File: src/rtl/cmi_params.svh
// constants for the clock mode sequencer: offsets, fields, resets, timing
// assumes inclusion by bare name from the package and the design files
`ifndef CMI_PARAMS_SVH
`define CMI_PARAMS_SVH

`define CMI_CLK_MHZ        125
`define CMI_AW             8

// register byte offsets
`define CMI_OFS_CTL1       8'h00
`define CMI_OFS_CTL2       8'h04
`define CMI_OFS_CTL3       8'h08
`define CMI_OFS_STAT       8'h0c
`define CMI_OFS_TRIM       8'h10

// clockgen_control_1 fields
`define CMI_C1_CLOCK_SOURCE_SELECT_HI     7
`define CMI_C1_CLOCK_SOURCE_SELECT_LO     6
`define CMI_C1_REFERENCE_DIVIDER_HI     5
`define CMI_C1_REFERENCE_DIVIDER_LO     3
`define CMI_C1_REFERENCE_SELECT       2
`define CMI_C1_INTERNAL_REF_CLOCK_ENABLE     1
// clockgen_control_2 fields
`define CMI_C2_BUS_FREQ_DIVIDER_HI     7
`define CMI_C2_BUS_FREQ_DIVIDER_LO     6
`define CMI_C2_LP          3
`define CMI_C2_OSCILLATOR_SELECT       2
`define CMI_C2_EXTERNAL_REF_CLOCK_ENABLE     1
// clockgen_control_3 fields
`define CMI_C3_LOOP_SELECT        6
`define CMI_C3_PLL_MULTIPLIER_HI     3
`define CMI_C3_PLL_MULTIPLIER_LO     0
// clockgen_status_control fields
`define CMI_ST_LOCK        6
`define CMI_ST_LOOP_STATUS       5
`define CMI_ST_IREFST      4
`define CMI_ST_CLOCK_SOURCE_STATUS_HI    3
`define CMI_ST_CLOCK_SOURCE_STATUS_LO    2
`define CMI_ST_OSCILLATOR_INITIALISED     1
`define CMI_ST_FINE_TRIM_BIT       0

// reset values
`define CMI_RST_CTL1       8'h04
`define CMI_RST_CTL2       8'h40
`define CMI_RST_CTL3       8'h00
`define CMI_RST_TRIM       8'h80
`define CMI_RST_FINE_TRIM_BIT      1'b0

// clock source select / status codes
`define CMI_SRC_LOOP       2'h0
`define CMI_SRC_INT        2'h1
`define CMI_SRC_EXT        2'h2
`define CMI_SRC_PLL        2'h3

`define CMI_FLL_MULT       11'h400
`define CMI_RESP_OKAY      2'h0
`define CMI_RESP_SLVERR    2'h2

// timing, in microseconds
`define CMI_T_IREFST_US    10
`define CMI_T_FLL_LOCK_US  1000
`define CMI_T_PLL_LOCK_US  1000
`define CMI_T_OSC_START_US 1000

`endif

File: src/rtl/cmi_pkg.sv
// types of the clock mode sequencer: modes, bus carriers, state records
// assumes cmi_params.svh on the include path
`include "cmi_params.svh"

package cmi_pkg;

	typedef enum logic [7:0] {
		fll_engaged_internal      = 8'h01,
		fll_engaged_external      = 8'h02,
		fll_bypassed_external     = 8'h04,
		fll_bypassed_internal     = 8'h08,
		pll_engaged_external      = 8'h10,
		pll_bypassed_external     = 8'h20,
		low_power_internal_bypass = 8'h40,
		low_power_external_bypass = 8'h80
	} cmi_mode_e;

	typedef struct packed {
		logic                awvalid;
		logic [`CMI_AW-1:0]  awaddr;
		logic                wvalid;
		logic [31:0]         wdata;
		logic [3:0]          wstrb;
		logic                bready;
		logic                arvalid;
		logic [`CMI_AW-1:0]  araddr;
		logic                rready;
	} cmi_axil_req_s;

	typedef struct packed {
		logic                awready;
		logic                wready;
		logic                bvalid;
		logic [1:0]          bresp;
		logic                arready;
		logic                rvalid;
		logic [31:0]         rdata;
		logic [1:0]          rresp;
	} cmi_axil_rsp_s;

	typedef struct packed {
		logic                wr_en;
		logic [`CMI_AW-1:0]  wr_addr;
		logic [31:0]         wr_data;
		logic [3:0]          wr_strb;
		logic [`CMI_AW-1:0]  rd_addr;
	} cmi_reg_req_s;

	typedef struct packed {
		logic [31:0]         rd_data;
		logic                rd_ok;
		logic                wr_ok;
	} cmi_reg_rsp_s;

	typedef struct packed {
		logic                int_ref_tick;
		logic                ext_ref_tick;
		logic                loop_tick;
		logic                ext_ref_present;
	} cmi_refs_s;

	typedef struct packed {
		cmi_mode_e           mode;
		logic [1:0]          out_src;
		logic [10:0]         loop_mult;
		logic [2:0]          ref_div;
		logic [1:0]          bus_div;
		logic                fll_en;
		logic                pll_en;
		logic                int_ref_run;
		logic                ext_ref_run;
		logic [7:0]          trim;
		logic                fine_trim_bit;
		logic                bus_tick;
	} cmi_gen_s;

	typedef struct packed {
		logic                aw_got;
		logic                w_got;
		logic [`CMI_AW-1:0]  addr;
		logic [31:0]         data;
		logic [3:0]          strb;
		logic                bvalid;
		logic [1:0]          bresp;
		logic                rvalid;
		logic [31:0]         rdata;
		logic [1:0]          rresp;
	} cmi_axil_state_s;

	typedef struct packed {
		logic [7:0]          cnt;
		logic                tick;
	} cmi_div_state_s;

	typedef struct packed {
		logic [7:0]          ctl1;
		logic [7:0]          ctl2;
		logic [7:0]          ctl3;
		logic [7:0]          trim;
		logic                fine_trim_bit;
		cmi_mode_e           mode;
		logic                iref_ok;
		logic [23:0]         iref_cnt;
		logic                osc_init;
		logic [23:0]         osc_cnt;
		logic                lock;
		logic [23:0]         lock_cnt;
		logic                irefst;
		logic                loop_status;
		logic [1:0]          clock_source_status;
	} cmi_state_s;

endpackage

File: src/rtl/cmi_axil_slave.sv
// axi4-lite slave front end for the clock mode sequencer registers
// assumes one write and one read outstanding; register side answers combinationally
`timescale 1ns/1ps
`include "cmi_params.svh"

module cmi_axil_slave (
	// clock and reset
	input  wire logic                  mclk,
	input  wire logic                  rst,
	// bus
	input  wire cmi_pkg::cmi_axil_req_s axi_req,
	output      cmi_pkg::cmi_axil_rsp_s axi_rsp,
	// register side
	output      cmi_pkg::cmi_reg_req_s  reg_req,
	input  wire cmi_pkg::cmi_reg_rsp_s  reg_rsp
);

	cmi_pkg::cmi_axil_state_s q;
	cmi_pkg::cmi_axil_state_s d;
	logic                      aw_rdy;
	logic                      w_rdy;
	logic                      wr_fire;

	assign aw_rdy  = !q.aw_got && !q.bvalid;
	assign w_rdy   = !q.w_got && !q.bvalid;
	assign wr_fire = q.aw_got && q.w_got && !q.bvalid;

	always_comb begin
		d = q;
		if (axi_req.awvalid && aw_rdy) begin
			d.aw_got = 1'b1;
			d.addr   = axi_req.awaddr;
		end
		if (axi_req.wvalid && w_rdy) begin
			d.w_got = 1'b1;
			d.data  = axi_req.wdata;
			d.strb  = axi_req.wstrb;
		end
		// address and data both held: commit and answer
		if (wr_fire) begin
			d.aw_got = 1'b0;
			d.w_got  = 1'b0;
			d.bvalid = 1'b1;
			d.bresp  = reg_rsp.wr_ok ? `CMI_RESP_OKAY : `CMI_RESP_SLVERR;
		end else if (q.bvalid && axi_req.bready) begin
			d.bvalid = 1'b0;
		end
		if (axi_req.arvalid && !q.rvalid) begin
			d.rvalid = 1'b1;
			d.rdata  = reg_rsp.rd_data;
			d.rresp  = reg_rsp.rd_ok ? `CMI_RESP_OKAY : `CMI_RESP_SLVERR;
		end else if (q.rvalid && axi_req.rready) begin
			d.rvalid = 1'b0;
		end
	end

	always_ff @(posedge mclk) begin
		if (rst) begin
			q <= '0;
		end else begin
			q <= d;
		end
	end

	assign axi_rsp.awready = aw_rdy;
	assign axi_rsp.wready  = w_rdy;
	assign axi_rsp.bvalid  = q.bvalid;
	assign axi_rsp.bresp   = q.bresp;
	assign axi_rsp.arready = !q.rvalid;
	assign axi_rsp.rvalid  = q.rvalid;
	assign axi_rsp.rdata   = q.rdata;
	assign axi_rsp.rresp   = q.rresp;

	assign reg_req.wr_en   = wr_fire;
	assign reg_req.wr_addr = q.addr;
	assign reg_req.wr_data = q.data;
	assign reg_req.wr_strb = q.strb;
	assign reg_req.rd_addr = axi_req.araddr;

endmodule

File: src/rtl/cmi_bus_div.sv
// bus clock divider: counts generator source ticks by twice the bus divider
// assumes src_tick is a one-cycle pulse per source clock edge
`timescale 1ns/1ps

module cmi_bus_div (
	// clock and reset
	input  wire logic       mclk,
	input  wire logic       rst,
	// source and setting
	input  wire logic       src_tick,
	input  wire logic [1:0] div_code,
	// result
	output      logic       bus_tick
);

	cmi_pkg::cmi_div_state_s q;
	cmi_pkg::cmi_div_state_s d;
	logic [7:0]              last;

	// generator output is source / 2^code; bus is that / 2
	assign last = (8'h02 << div_code) - 8'h01;

	always_comb begin
		d      = q;
		d.tick = 1'b0;
		if (src_tick) begin
			// compare with >= so a smaller divider applies at once
			if (q.cnt >= last) begin
				d.cnt  = 8'h00;
				d.tick = 1'b1;
			end else begin
				d.cnt = q.cnt + 8'h01;
			end
		end
	end

	always_ff @(posedge mclk) begin
		if (rst) begin
			q <= '0;
		end else begin
			q <= d;
		end
	end

	assign bus_tick = q.tick;

endmodule

File: src/rtl/cmi_sequencer.sv
// clock mode sequencer: control registers, mode tracking, status handshakes
// assumes inputs synchronous to mclk; reference edges arrive as one-cycle ticks
// Summary of operation
// - reset into fll_engaged_internal, bus divide-by-two
// - internal reference settles before fll lock count
// - from reset only three modes reachable directly
// - internal reference runs when enable bit set
// - oscillator_initialised set after oscillator start-up
// - fll bypassed external: fll locks, status reads %10
// - select %01 reported as %01 in status
// - select change mirrored in status field only once the mode moves
// - bus clock is generator output over two
// - fll engaged output is reference times 1024
// - pll engaged output is divided reference times four times the multiplier field
// - bypass modes pass selected reference, no multiply
// - reference divider code %000 after reset
// - unavailable source keeps previous clock selected
// - select %10 external, %01 internal, %00 loop
// - bus divider write takes effect immediately
`timescale 1ns/1ps
`include "cmi_params.svh"

module cmi_sequencer #(
	parameter int unsigned FLL_LOCK_CYC  = `CMI_T_FLL_LOCK_US * `CMI_CLK_MHZ,
	parameter int unsigned PLL_LOCK_CYC  = `CMI_T_PLL_LOCK_US * `CMI_CLK_MHZ,
	parameter int unsigned OSC_START_CYC = `CMI_T_OSC_START_US * `CMI_CLK_MHZ
) (
	// clock and reset
	input  wire logic                   mclk,
	input  wire logic                   rst,
	// register bus
	input  wire cmi_pkg::cmi_axil_req_s axi_req,
	output      cmi_pkg::cmi_axil_rsp_s axi_rsp,
	// reference and loop clock ticks
	input  wire cmi_pkg::cmi_refs_s     refs,
	// generator controls and bus clock
	output      cmi_pkg::cmi_gen_s      gen
);

	localparam logic [23:0] IREFST_CYC = 24'(`CMI_T_IREFST_US * `CMI_CLK_MHZ);
	localparam logic [23:0] FLL_LAST   = 24'(FLL_LOCK_CYC - 1);
	localparam logic [23:0] PLL_LAST   = 24'(PLL_LOCK_CYC - 1);
	localparam logic [23:0] OSC_LAST   = 24'(OSC_START_CYC - 1);
	localparam logic [23:0] IREF_LAST  = IREFST_CYC - 24'h000001;

	cmi_pkg::cmi_reg_req_s  reg_req;
	cmi_pkg::cmi_reg_rsp_s  reg_rsp;
	cmi_pkg::cmi_state_s    q;
	cmi_pkg::cmi_state_s    d;
	cmi_pkg::cmi_mode_e     req_mode;
	logic                   req_valid;
	logic                   ext_ok;
	logic                   legal;
	logic                   avail;
	logic                   int_run;
	logic                   osc_need;
	logic                   loop_on;
	logic                   loop_ref_ok;
	logic                   src_tick;
	logic                   bus_tick;
	logic [7:0]             stat_byte;

	function automatic logic is_internal(input cmi_pkg::cmi_mode_e m);
		is_internal = (m == cmi_pkg::fll_engaged_internal) ||
			(m == cmi_pkg::fll_bypassed_internal) ||
			(m == cmi_pkg::low_power_internal_bypass);
	endfunction

	function automatic logic is_low_power(input cmi_pkg::cmi_mode_e m);
		is_low_power = (m == cmi_pkg::low_power_internal_bypass) ||
			(m == cmi_pkg::low_power_external_bypass);
	endfunction

	function automatic logic is_engaged(input cmi_pkg::cmi_mode_e m);
		is_engaged = (m == cmi_pkg::fll_engaged_internal) ||
			(m == cmi_pkg::fll_engaged_external) ||
			(m == cmi_pkg::pll_engaged_external);
	endfunction

	function automatic logic is_pll(input cmi_pkg::cmi_mode_e m);
		is_pll = (m == cmi_pkg::pll_engaged_external) ||
			(m == cmi_pkg::pll_bypassed_external);
	endfunction

	// clock status reported for a mode actually in use
	function automatic logic [1:0] status_of(input cmi_pkg::cmi_mode_e m);
		unique case (m)
			cmi_pkg::fll_engaged_internal,
			cmi_pkg::fll_engaged_external:      status_of = `CMI_SRC_LOOP;
			cmi_pkg::pll_engaged_external:      status_of = `CMI_SRC_PLL;
			cmi_pkg::fll_bypassed_internal,
			cmi_pkg::low_power_internal_bypass: status_of = `CMI_SRC_INT;
			default:                            status_of = `CMI_SRC_EXT;
		endcase
	endfunction

	// mode asked for by the control bits
	always_comb begin
		req_valid = 1'b1;
		req_mode  = q.mode;
		unique case (q.ctl1[`CMI_C1_CLOCK_SOURCE_SELECT_HI:`CMI_C1_CLOCK_SOURCE_SELECT_LO])
			`CMI_SRC_LOOP: begin
				if (q.ctl1[`CMI_C1_REFERENCE_SELECT]) begin
					req_mode  = cmi_pkg::fll_engaged_internal;
					req_valid = !q.ctl3[`CMI_C3_LOOP_SELECT];
				end else if (q.ctl3[`CMI_C3_LOOP_SELECT]) begin
					req_mode = cmi_pkg::pll_engaged_external;
				end else begin
					req_mode = cmi_pkg::fll_engaged_external;
				end
			end
			`CMI_SRC_INT: begin
				req_mode = q.ctl2[`CMI_C2_LP] ? cmi_pkg::low_power_internal_bypass :
					cmi_pkg::fll_bypassed_internal;
			end
			`CMI_SRC_EXT: begin
				if (q.ctl2[`CMI_C2_LP]) begin
					req_mode = cmi_pkg::low_power_external_bypass;
				end else if (q.ctl3[`CMI_C3_LOOP_SELECT]) begin
					req_mode = cmi_pkg::pll_bypassed_external;
				end else begin
					req_mode = cmi_pkg::fll_bypassed_external;
				end
			end
			default: begin
				req_valid = 1'b0;
			end
		endcase
	end

	// external source usable: present, and started if it is an oscillator
	assign ext_ok = refs.ext_ref_present && (!q.ctl2[`CMI_C2_OSCILLATOR_SELECT] || q.osc_init);

	assign legal = (q.mode != cmi_pkg::fll_engaged_internal) ||
		(req_mode == cmi_pkg::fll_engaged_internal) ||
		(req_mode == cmi_pkg::fll_engaged_external) ||
		(req_mode == cmi_pkg::fll_bypassed_external) ||
		(req_mode == cmi_pkg::fll_bypassed_internal);

	assign avail = is_internal(req_mode) || ext_ok;

	assign int_run = q.ctl1[`CMI_C1_INTERNAL_REF_CLOCK_ENABLE] || is_internal(q.mode);

	assign osc_need = q.ctl2[`CMI_C2_OSCILLATOR_SELECT] && refs.ext_ref_present &&
		(q.ctl2[`CMI_C2_EXTERNAL_REF_CLOCK_ENABLE] || !is_internal(q.mode) || !is_internal(req_mode));

	assign loop_on     = !is_low_power(q.mode);
	assign loop_ref_ok = is_internal(q.mode) ? q.iref_ok : ext_ok;

	always_comb begin
		d = q;
		// register writes, low byte lane only
		if (reg_req.wr_en && reg_req.wr_strb[0]) begin
			unique case (reg_req.wr_addr)
				`CMI_OFS_CTL1: d.ctl1  = reg_req.wr_data[7:0];
				`CMI_OFS_CTL2: d.ctl2  = reg_req.wr_data[7:0];
				`CMI_OFS_CTL3: d.ctl3  = reg_req.wr_data[7:0];
				`CMI_OFS_STAT: d.fine_trim_bit = reg_req.wr_data[`CMI_ST_FINE_TRIM_BIT];
				`CMI_OFS_TRIM: d.trim  = reg_req.wr_data[7:0];
				default:       d.ctl1  = q.ctl1;
			endcase
		end
		// mode moves only to a legal, available request
		if (req_valid && legal && avail) begin
			d.mode = req_mode;
		end
		d.clock_source_status  = status_of(d.mode);
		d.irefst = is_internal(d.mode);
		d.loop_status  = is_pll(d.mode) ||
			((d.mode == cmi_pkg::low_power_external_bypass) && q.ctl3[`CMI_C3_LOOP_SELECT]);
		// internal reference settling
		if (!int_run) begin
			d.iref_cnt = '0;
			d.iref_ok  = 1'b0;
		end else if (!q.iref_ok) begin
			if (q.iref_cnt == IREF_LAST) begin
				d.iref_ok = 1'b1;
			end else begin
				d.iref_cnt = q.iref_cnt + 24'h000001;
			end
		end
		// oscillator start-up
		if (!osc_need) begin
			d.osc_cnt  = '0;
			d.osc_init = 1'b0;
		end else if (!q.osc_init) begin
			if (q.osc_cnt == OSC_LAST) begin
				d.osc_init = 1'b1;
			end else begin
				d.osc_cnt = q.osc_cnt + 24'h000001;
			end
		end
		// lock restarts whenever the loop's reference or selection changes
		if (!loop_on || !loop_ref_ok || (d.irefst != q.irefst) || (d.loop_status != q.loop_status)) begin
			d.lock_cnt = '0;
			d.lock     = 1'b0;
		end else if (!q.lock) begin
			if (q.lock_cnt == (q.loop_status ? PLL_LAST : FLL_LAST)) begin
				d.lock = 1'b1;
			end else begin
				d.lock_cnt = q.lock_cnt + 24'h000001;
			end
		end
	end

	always_ff @(posedge mclk) begin
		if (rst) begin
			q        <= '0;
			q.ctl1   <= `CMI_RST_CTL1;
			q.ctl2   <= `CMI_RST_CTL2;
			q.ctl3   <= `CMI_RST_CTL3;
			q.trim   <= `CMI_RST_TRIM;
			q.fine_trim_bit  <= `CMI_RST_FINE_TRIM_BIT;
			q.mode   <= cmi_pkg::fll_engaged_internal;
			q.irefst <= 1'b1;
			q.clock_source_status  <= `CMI_SRC_LOOP;
		end else begin
			q <= d;
		end
	end

	// register reads
	always_comb begin
		stat_byte                                  = 8'h00;
		stat_byte[`CMI_ST_LOCK]                    = q.lock;
		stat_byte[`CMI_ST_LOOP_STATUS]                   = q.loop_status;
		stat_byte[`CMI_ST_IREFST]                  = q.irefst;
		stat_byte[`CMI_ST_CLOCK_SOURCE_STATUS_HI:`CMI_ST_CLOCK_SOURCE_STATUS_LO] = q.clock_source_status;
		stat_byte[`CMI_ST_OSCILLATOR_INITIALISED]                 = q.osc_init;
		stat_byte[`CMI_ST_FINE_TRIM_BIT]                   = q.fine_trim_bit;
		reg_rsp.rd_ok   = 1'b1;
		reg_rsp.rd_data = 32'h00000000;
		unique case (reg_req.rd_addr)
			`CMI_OFS_CTL1: reg_rsp.rd_data[7:0] = q.ctl1;
			`CMI_OFS_CTL2: reg_rsp.rd_data[7:0] = q.ctl2;
			`CMI_OFS_CTL3: reg_rsp.rd_data[7:0] = q.ctl3;
			`CMI_OFS_STAT: reg_rsp.rd_data[7:0] = stat_byte;
			`CMI_OFS_TRIM: reg_rsp.rd_data[7:0] = q.trim;
			default:       reg_rsp.rd_ok        = 1'b0;
		endcase
		unique case (reg_req.wr_addr)
			`CMI_OFS_CTL1,
			`CMI_OFS_CTL2,
			`CMI_OFS_CTL3,
			`CMI_OFS_STAT,
			`CMI_OFS_TRIM: reg_rsp.wr_ok = 1'b1;
			default:       reg_rsp.wr_ok = 1'b0;
		endcase
	end

	cmi_axil_slave u_bus (
		.mclk    (mclk),
		.rst     (rst),
		.axi_req (axi_req),
		.axi_rsp (axi_rsp),
		.reg_req (reg_req),
		.reg_rsp (reg_rsp)
	);

	// engaged modes take the loop; bypass modes pass the reference
	always_comb begin
		if (is_engaged(q.mode)) begin
			src_tick = refs.loop_tick;
		end else if (is_internal(q.mode)) begin
			src_tick = refs.int_ref_tick;
		end else begin
			src_tick = refs.ext_ref_tick;
		end
	end

	cmi_bus_div u_div (
		.mclk     (mclk),
		.rst      (rst),
		.src_tick (src_tick),
		.div_code (q.ctl2[`CMI_C2_BUS_FREQ_DIVIDER_HI:`CMI_C2_BUS_FREQ_DIVIDER_LO]),
		.bus_tick (bus_tick)
	);

	assign gen.mode        = q.mode;
	assign gen.out_src     = q.clock_source_status;
	assign gen.loop_mult   = q.loop_status ? {5'h00, q.ctl3[`CMI_C3_PLL_MULTIPLIER_HI:`CMI_C3_PLL_MULTIPLIER_LO], 2'h0} :
		`CMI_FLL_MULT;
	assign gen.ref_div     = q.ctl1[`CMI_C1_REFERENCE_DIVIDER_HI:`CMI_C1_REFERENCE_DIVIDER_LO];
	assign gen.bus_div     = q.ctl2[`CMI_C2_BUS_FREQ_DIVIDER_HI:`CMI_C2_BUS_FREQ_DIVIDER_LO];
	assign gen.fll_en      = loop_on && !q.loop_status;
	assign gen.pll_en      = loop_on && q.loop_status;
	assign gen.int_ref_run = int_run;
	assign gen.ext_ref_run = q.ctl2[`CMI_C2_EXTERNAL_REF_CLOCK_ENABLE] || !is_internal(q.mode);
	assign gen.trim        = q.trim;
	assign gen.fine_trim_bit       = q.fine_trim_bit;
	assign gen.bus_tick    = bus_tick;

endmodule

File: config.mk
export PLATFORM = sky130hd
export DESIGN_NAME = cmi_sequencer
export DESIGN_NICKNAME = d
export VERILOG_FILES = /design/src/rtl/cmi_pkg.sv /design/src/rtl/cmi_axil_slave.sv /design/src/rtl/cmi_bus_div.sv /design/src/rtl/cmi_sequencer.sv
export VERILOG_INCLUDE_DIRS = /design/src /design/src/rtl
export SDC_FILE = /design/constraint.sdc
export NUM_CORES = 1
export LEC_CHECK = 0
export ABC_AREA = 0
export BUFFER_PORTS_ARGS = -buffer_cell sky130_fd_sc_hd__buf_2
export CELL_PAD_IN_SITES_DETAIL_PLACEMENT = 0
export CELL_PAD_IN_SITES_GLOBAL_PLACEMENT = 1
export CORE_UTILIZATION = 40
export DETAILED_ROUTE_END_ITERATION = 8
export GPL_ROUTABILITY_DRIVEN = 0
export PLACE_DENSITY_LB_ADDON = 0.1
export SYNTH_ARGS = -nofsm -noshare
export SYNTH_HDL_FRONTEND = slang
export SYNTH_SLANG_ARGS = --single-unit
File: constraint.sdc
create_clock -name mclk -period 3 [get_ports mclk]
set_input_delay 0.3 -clock mclk [delete_from_list [all_inputs] [get_ports mclk]]
set_output_delay 0.3 -clock mclk [all_outputs]
set_load 0.05 [all_outputs]
# ---- Word level (Yosys, flattened, before mapping)
# Cells that the tools add are included.
# W data, S select, Z words.
dict set report word_totals {
  inputBits 63
  output_inout_bits 81
  wordCells 186
  reg_bits 162
}
dict set report classes {
  shifts 1
  n_reduce_logical 75
  eq_ne 34
  mux 34
  order_cmp 1
  n_addsub 5
  bitwise_logic 9
}
# cell count
set op_table {}
lappend op_table {{$mux W25} 3}
lappend op_table {{$add A24 B1 Y24 const B} 3}
lappend op_table {{$mux W24} 3}
lappend op_table {{$eq A8 B4 Y1 const B} 7}
lappend op_table {{$eq A24 B17 Y1 const B} 2}
lappend op_table {{$pmux W8 S5} 1}
lappend op_table {{$eq A8 B5 Y1 const B} 4}
lappend op_table {{$eq A24 B11 Y1 const B} 1}
lappend op_table {{$eq A8 B1 Y1 const B} 3}
lappend op_table {{$eq A8 B2 Y1 const B} 3}
lappend op_table {{$eq A8 B3 Y1 const B} 3}
lappend op_table {{$eq A8 B7 Y1 const B} 3}
lappend op_table {{$mux W8} 3}
lappend op_table {{$pmux W8 S3} 1}
lappend op_table {{$logic_or A1 B1 Y1} 23}
lappend op_table {{$logic_and A1 B1 Y1} 18}
lappend op_table {{$eq A8 B8 Y1 const B} 2}
lappend op_table {{$logic_not A8 Y1} 2}
lappend op_table {{$reduce_and A2 Y1} 8}
lappend op_table {{$reduce_or A2 Y1} 8}
lappend op_table {{$mux W1} 14}
lappend op_table {{$logic_not A1 Y1} 11}
lappend op_table {{$mux W11} 1}
lappend op_table {{$mux W5} 2}
lappend op_table {{other kinds (18)} 30}

# ---- Longest topological paths before layout
dict set report logic_depth {
  depth_word 18
  mapped_depth 12
  mapped_depth_nobuf 9
}

# ---- Hierarchy
# From an unflattened synthesis, not the netlist that was laid out.
dict set report unflattened {
  cells_unflattened 1329
  area_unflattened_um2 10824.1
}
# mod n_inst seq_area_each_um2 area_per_inst_um2 cells_each
set by_module_without_submodules {}
lappend by_module_without_submodules {cmi_sequencer 1 2402.3 6678.9 820}
lappend by_module_without_submodules {cmi_axil_slave 1 1641.6 3607.2 455}
lappend by_module_without_submodules {cmi_bus_div 1 180.2 538.0 54}

# ---- Least setup slack after synthesis
# No wires, ideal clock.
dict set report synth_path {
  kind {reg2reg}
  start {register q[118] (netlist bit)}
  end {register q[28] (netlist bit)}
  required_time_ns 2.867
  arrival_ns 2.531
  stages_incl_launch_ff 11
  n_path_buf 1
  period_less_slack_ns 2.664
  setup_time_ns 0.133
  path_slack_ns 0.336
  path_cell_list {dfxtp_1 inv_1 ha_1 nor2b_1 a22o_1 or3_1 a221o_1 o221a_1 nor3_4 buf_6 nor3_2}
}
dict set report synth_via {
  elab_chain_len 17
  elab_cells_between_ends 37
  cone_classes {eq/ne: 15; mux: 3; reduce/logical: 19}
}
# item line
set synth_rtl {}
lappend synth_rtl {{from (decl)} cmi_sequencer.sv:48} ;# cmi_pkg::cmi_state_s q;
lappend synth_rtl {{$eq A2 B2 Y1, or another cell as far along} cmi_sequencer.sv:101} ;# unique case (q.ctl1[`CMI_C1_CLOCK_SOURCE_SELECT_HI:`CMI_C1_CLOCK_SOURCE_SELECT_LO])
lappend synth_rtl {{$pmux W8 S3} cmi_sequencer.sv:101}
lappend synth_rtl {{$eq A8 B1 Y1} {cmi_sequencer.sv:64, cmi_sequencer.sv:135}}
lappend synth_rtl {{$logic_or A1 B1 Y1} cmi_sequencer.sv:134} ;# assign legal = (q.mode != cmi_pkg::fll_engaged_internal) ||
lappend synth_rtl {{$logic_or A1 B1 Y1} cmi_sequencer.sv:135} ;# (req_mode == cmi_pkg::fll_engaged_internal) ||
lappend synth_rtl {{$logic_or A1 B1 Y1} cmi_sequencer.sv:136} ;# (req_mode == cmi_pkg::fll_engaged_external) ||
lappend synth_rtl {{$logic_or A1 B1 Y1} cmi_sequencer.sv:137} ;# (req_mode == cmi_pkg::fll_bypassed_external) ||
lappend synth_rtl {{$logic_and A1 B1 Y1 (2 in series)} cmi_sequencer.sv:164} ;# if (req_valid && legal && avail) begin
lappend synth_rtl {{$mux W8 (*)} cmi_sequencer.sv:164}
lappend synth_rtl {{$eq A8 B1 Y1 / $eq A8 B4 Y1 (equally long branches)} {cmi_sequencer.sv:64, cmi_sequencer.sv:65}}
lappend synth_rtl {{$logic_or A1 B1 Y1} cmi_sequencer.sv:64} ;# is_internal = (m == cmi_pkg::fll_engaged_internal) ||
lappend synth_rtl {{$logic_or A1 B1 Y1} cmi_sequencer.sv:65} ;# (m == cmi_pkg::fll_bypassed_internal) ||
lappend synth_rtl {{$ne A1 B1 Y1} cmi_sequencer.sv:194} ;# if (!loop_on || !loop_ref_ok || (d.irefst != q.irefst) || (d.loop_status != q.loop_status)) begin
lappend synth_rtl {{$logic_or A1 B1 Y1} cmi_sequencer.sv:194}
lappend synth_rtl {{$logic_or A1 B1 Y1 (*)} cmi_sequencer.sv:194}
lappend synth_rtl {{$reduce_or A2 Y1 (no source line) (*)} n/a}
# Mark *: on every way between the ends. The rest lies on a longest branch, timed or not.
# A chain may end at the register's enable or synchronous reset.

# ---- Worst setup path in the final report
dict set report layout_path {
  start {register q[118] (netlist bit)}
  end {register q[7] (netlist bit)}
}
# The elaborated chain is that of the path after synthesis.

==> summary.md <==
| Metric | Value |
|---|---|
| Outcome | finished, final reports clean |
| Initial antenna violation count | 0 |
| Remaining Overflow, GRT | 0 |
| First-pass iteration count of the detailed router | 5 |
| Register-to-Register Setup Slack | 0.11 ns |
| Via count of the routed design | 6730 |
| Fill count | 2050 |
| Transition time at the pin with the least slew margin | 0.8534 ns |
| Core footprint | 0.02036 mm2 |
| Footprint of the multi-input gates | roughly 0.0046 mm2 |
| Clock tree skew after final layout | 0.009772 ns |
| Clk network pwr share | 44.8% |
| Worst EP arrival | 3.24 ns |
| Boundary Pins | around 140 |
| Post-placement worst setup slack | 0.04148 ns |
| Final wirelength | 20640 um |
| Critical Setup Path Class | reg2reg |
| Total die area | 0.02155 mm2 |
| Average size of a mapped cell | 8.574 um2 |
| Total GRT Usage | 19.59% |
| Pin count of the biggest net entering global routing | 77 |
| Sequential standard cell area | 0.003203 mm2 |
| Post-Synthesis Cells | 978 |
| CTS buffer count | 17 |
| Count of flip-flops with a built-in enable after synthesis | 0 |
| Share of the core filled with cells in the final layout | 47.32% |
| Setup TNS | 0 ns |
| Max frequency | 345.7 MHz |
| Layout-stage area growth over the synthesis result | 14.91% |
| Worst-case vdd ir drop | 0.0003911 V |
| Lkg Pwr | 3.787 nW |
| Post-detailed-route count of antenna-violating nets | 0 |
| Worst Path Max Fanout | 25 |
| Cell at the root of the clock tree | sky130_fd_sc_hd__clkbuf_16 |
| Power spent charging and discharging nets | 1.247 mW |
| Reg clk slew, reported paths | about 0.060 ns |
| Count leader, synth | sky130_fd_sc_hd__dfxtp_1 |
| Ys flop type | sky130_fd_sc_hd__dfxtp_1 |
| Min-delay worst type | in2reg |
| Power per Cell Area | 491.3 mW/mm2 |
| R2r startpoint | q[118]$_SDFFE_PP0P_ |
| Fin. Hold Viols | 0 |
| Number of rows created at floorplan | between 50 and 60 |
| First-pass GRT wire length | 33420 um |
| Worst-case clock buffer depth | 2 |
| Internal cell power | 3.487 mW |
| Final number of setup-violating endpoints | 0 |
| Clock sink count | 160 |
| Sequential Power Share | 46.6% |
| Number of cells traversed by the worst hold path | 2 |
| Logic pwr share | 8.6% |
| Initial core utilization | 41.18% |
| Worst Setup Start Kind | register |
| Initial DRC Count | 306 |
| Die X-Extent | 146.8 um |
| Total power | between 4 and 5 mW |
| Worst slew margin | 43.11% |
| Reg-to-reg critical path endpoint | q[7]$_SDFFE_PP0P_ |
| Length in cells of the worst reg-to-reg path | 12 |
| Biggest area contributors in the synthesized netlist | sky130_fd_sc_hd__dfxtp_1, sky130_fd_sc_hd__buf_4, sky130_fd_sc_hd__nor2_1, sky130_fd_sc_hd__nand2_1, sky130_fd_sc_hd__xor2_1 |
| DR DRC count | 0 |
| Source of the worst hold timing path | axi_req[0] |
| Via count of the first global-routing pass | 6193 |
| Max-slew violations | 0 |
| Number of antenna diodes | 0 |
| Sequential area share after synthesis | 38.20% |
| Worst-skew pair later-pin latency | 0.42 ns |
| Post-synth ARST share | 0% |
| Total number of H-tree levels | 4 |
| CTS tree | done |
| Hold Path Sink | u_bus.axi_rsp[34]$_SDFFE_PP0P_ |
| Share of the clock period used by the worst path after layout | around 96% |
| Number of port buffers | 84 |
| Top-area cell type share of the netlist area | 38.20% |
| Smallest setup slack after layout | ~0.11 ns |
| Fraction of layout instances using a drive strength above 1 | approximately 20% |
| Total placed cells including tap cells | 1308 |
| Launch point of the worst path | q[118]$_SDFFE_PP0P_ |
| Required time at the endpoint of the critical path | between 3 and 4 ns |
| Y dimension of the die | 146.8 um |
| Detailed-route vias per instance | 5.019 |
| Max-cap violation count | 0 |
| Total of warnings raised by yosys | 0 |
| Net switching share of the total power | 26.34% |
| Most common library cells after synthesis | sky130_fd_sc_hd__dfxtp_1, sky130_fd_sc_hd__nor2_1, sky130_fd_sc_hd__nand2_1 |
| DP Wirelength | between 10000 and 15000 um |
| Critical path capture point type | register |
| Seq cells post-synth | 160 |
| Fin cells | 1341 |
| Largest area contributor in the synthesized netlist | sky130_fd_sc_hd__dfxtp_1 |
| Net total in the final layout | 1137 |
| Area of the mapped netlist | between 0.008 and 0.009 mm2 |
| Min Clock Period, post-route | 2.892 ns |
| Synth cell types | 74 |
| Detailed-route wire length per cell | roughly 15 um |
==> worst max path at each step <==
stage	end	slack, ns
after floorplan	q[28]$_SDFF_PP0_	0.34
after global placement	q[28]$_SDFF_PP0_	0.06
after detailed placement	q[17]$_SDFFE_PP0P_	0.04
after CTS	q[17]$_SDFFE_PP0P_	0.03
after global routing	q[28]$_SDFF_PP0_	-0.11
final	q[7]$_SDFFE_PP0P_	0.11
==> per-layer routing <==
metal / part of all wire [%] / global-route usage [%] / up-vias
li1: - / - / 3473
met1: 49 / 26.96 / 3132
met2: 46 / 30.69 / 104
met3: 3.5 / 4.255 / 21
met4: 1.5 / 5.573 / 0
met5: 0 / 0 / -
==> area by class of cell <==
| type | instances | area share (%) |
|---|---|---|
| clock inverter | 10 | 1.065 |
| multi-input combinational | 723 | 47.57 |
| clock buffer | 21 | 4.882 |
| timing repair buffer | 139 | 9.038 |
| tap | 270 | 3.506 |
| inverter | 18 | 0.7012 |
| sequential | 160 | 33.24 |
==> power by group through the flow <==
stage	clock network [mW]	registers (mW)	logic [mW]
floorplan	0	2.24	0.367
global placement	0	2.26	0.409
detailed placement	0	2.26	0.409
CTS	2.19	2.21	0.410
global route	2.28	2.21	0.441
finish	2.12	2.21	0.407
==> through the flow <==
step | area (um2) | hold slack (ns)
6_report | 9635 | 0.06494
5_1_grt | 9635 | 0.05571
4_1_cts | 9563 | 0.04368
3_5_place_dp | 8990 | 0.4509
3_3_place_gp | 8990 | 0.4449
2_1_floorplan | 8509 | 0.3990
==> sequential cells by signal, summed over array words and instances (netlist names) <==
name / count
q: 96
u_div.q: 8
u_bus.reg_req: 17
u_div.bus_tick: 1
gen: 24
u_bus.q: 2
u_bus.axi_rsp: 12
==> logic make-up (layout without fill, tap and decap cells) <==
logic type	count (synthesis)	count (layout)	share of synthesized area (%)
XOR/XNOR	70	70	7.311
flip-flops	160	160	38.20
buffers and inverters	128	188	9.475
AO/OA/AOI/OAI	137	137	10.31
AND/OR/NAND/NOR	427	427	27.26
multiplexers	39	39	5.118
other	2	35	0.08956
adder cells (fa/ha/maj)	15	15	2.238
==> cells in the final DEF (no fill, tap or decap), types with 5 or more instances in the layout <==
| master | Yosys | final |
|---|---|---|
| sky130_fd_sc_hd__nand3_1 | 36 | 36 |
| sky130_fd_sc_hd__ha_1 | 15 | 14 |
| sky130_fd_sc_hd__nor3_1 | 28 | 28 |
| sky130_fd_sc_hd__a21oi_1 | 45 | 45 |
| sky130_fd_sc_hd__or3_1 | 14 | 13 |
| sky130_fd_sc_hd__mux2i_1 | 35 | 35 |
| sky130_fd_sc_hd__a211oi_1 | 15 | 14 |
| sky130_fd_sc_hd__nand2_1 | 101 | 101 |
| sky130_fd_sc_hd__and4_1 | 6 | 6 |
| sky130_fd_sc_hd__dfxtp_1 | 160 | 160 |
| sky130_fd_sc_hd__conb_1 | 2 | 35 |
| sky130_fd_sc_hd__nor3_2 | 20 | 20 |
| sky130_fd_sc_hd__nand4_1 | 12 | 12 |
| sky130_fd_sc_hd__nor2_1 | 114 | 114 |
| sky130_fd_sc_hd__clkbuf_16 | 0 | 17 |
| sky130_fd_sc_hd__buf_2 | 8 | 84 |
| sky130_fd_sc_hd__xnor2_1 | 29 | 28 |
| sky130_fd_sc_hd__and2_1 | 12 | 12 |
| sky130_fd_sc_hd__and3_1 | 22 | 22 |
| sky130_fd_sc_hd__inv_1 | 17 | 17 |
| sky130_fd_sc_hd__nor2b_1 | 6 | 6 |
| sky130_fd_sc_hd__o211ai_1 | 5 | 5 |
| sky130_fd_sc_hd__o21ai_0 | 39 | 37 |
| sky130_fd_sc_hd__nor4_1 | 10 | 10 |
| sky130_fd_sc_hd__buf_4 | 75 | 52 |
| sky130_fd_sc_hd__xor2_1 | 41 | 41 |
==> worst max-delay path, cell delays in order (launching register included) <==
cell and delay [ns]:
sky130_fd_sc_hd__dfxtp_1 0.33, sky130_fd_sc_hd__buf_4 0.12, sky130_fd_sc_hd__inv_1 0.05, sky130_fd_sc_hd__ha_1 0.25, sky130_fd_sc_hd__nor2b_1 0.17, sky130_fd_sc_hd__a22o_1 0.24, sky130_fd_sc_hd__or3_4 0.40, sky130_fd_sc_hd__a221o_1 0.34
sky130_fd_sc_hd__buf_4 0.17, sky130_fd_sc_hd__nor4_4 0.31, sky130_fd_sc_hd__nor3_4 0.07, sky130_fd_sc_hd__buf_12 0.18, sky130_fd_sc_hd__nor3_1 0.17
==> timing repair <==
item | in CTS | in global routing
gates resized for setup | 0 | 11
endpoints found under the setup margin | 0 | 36
setup buffers | 0 | 2
hold buffers | 0 | 0
hold endpoints to repair | 0 | 0
Power figures use the tool's default switching activity.
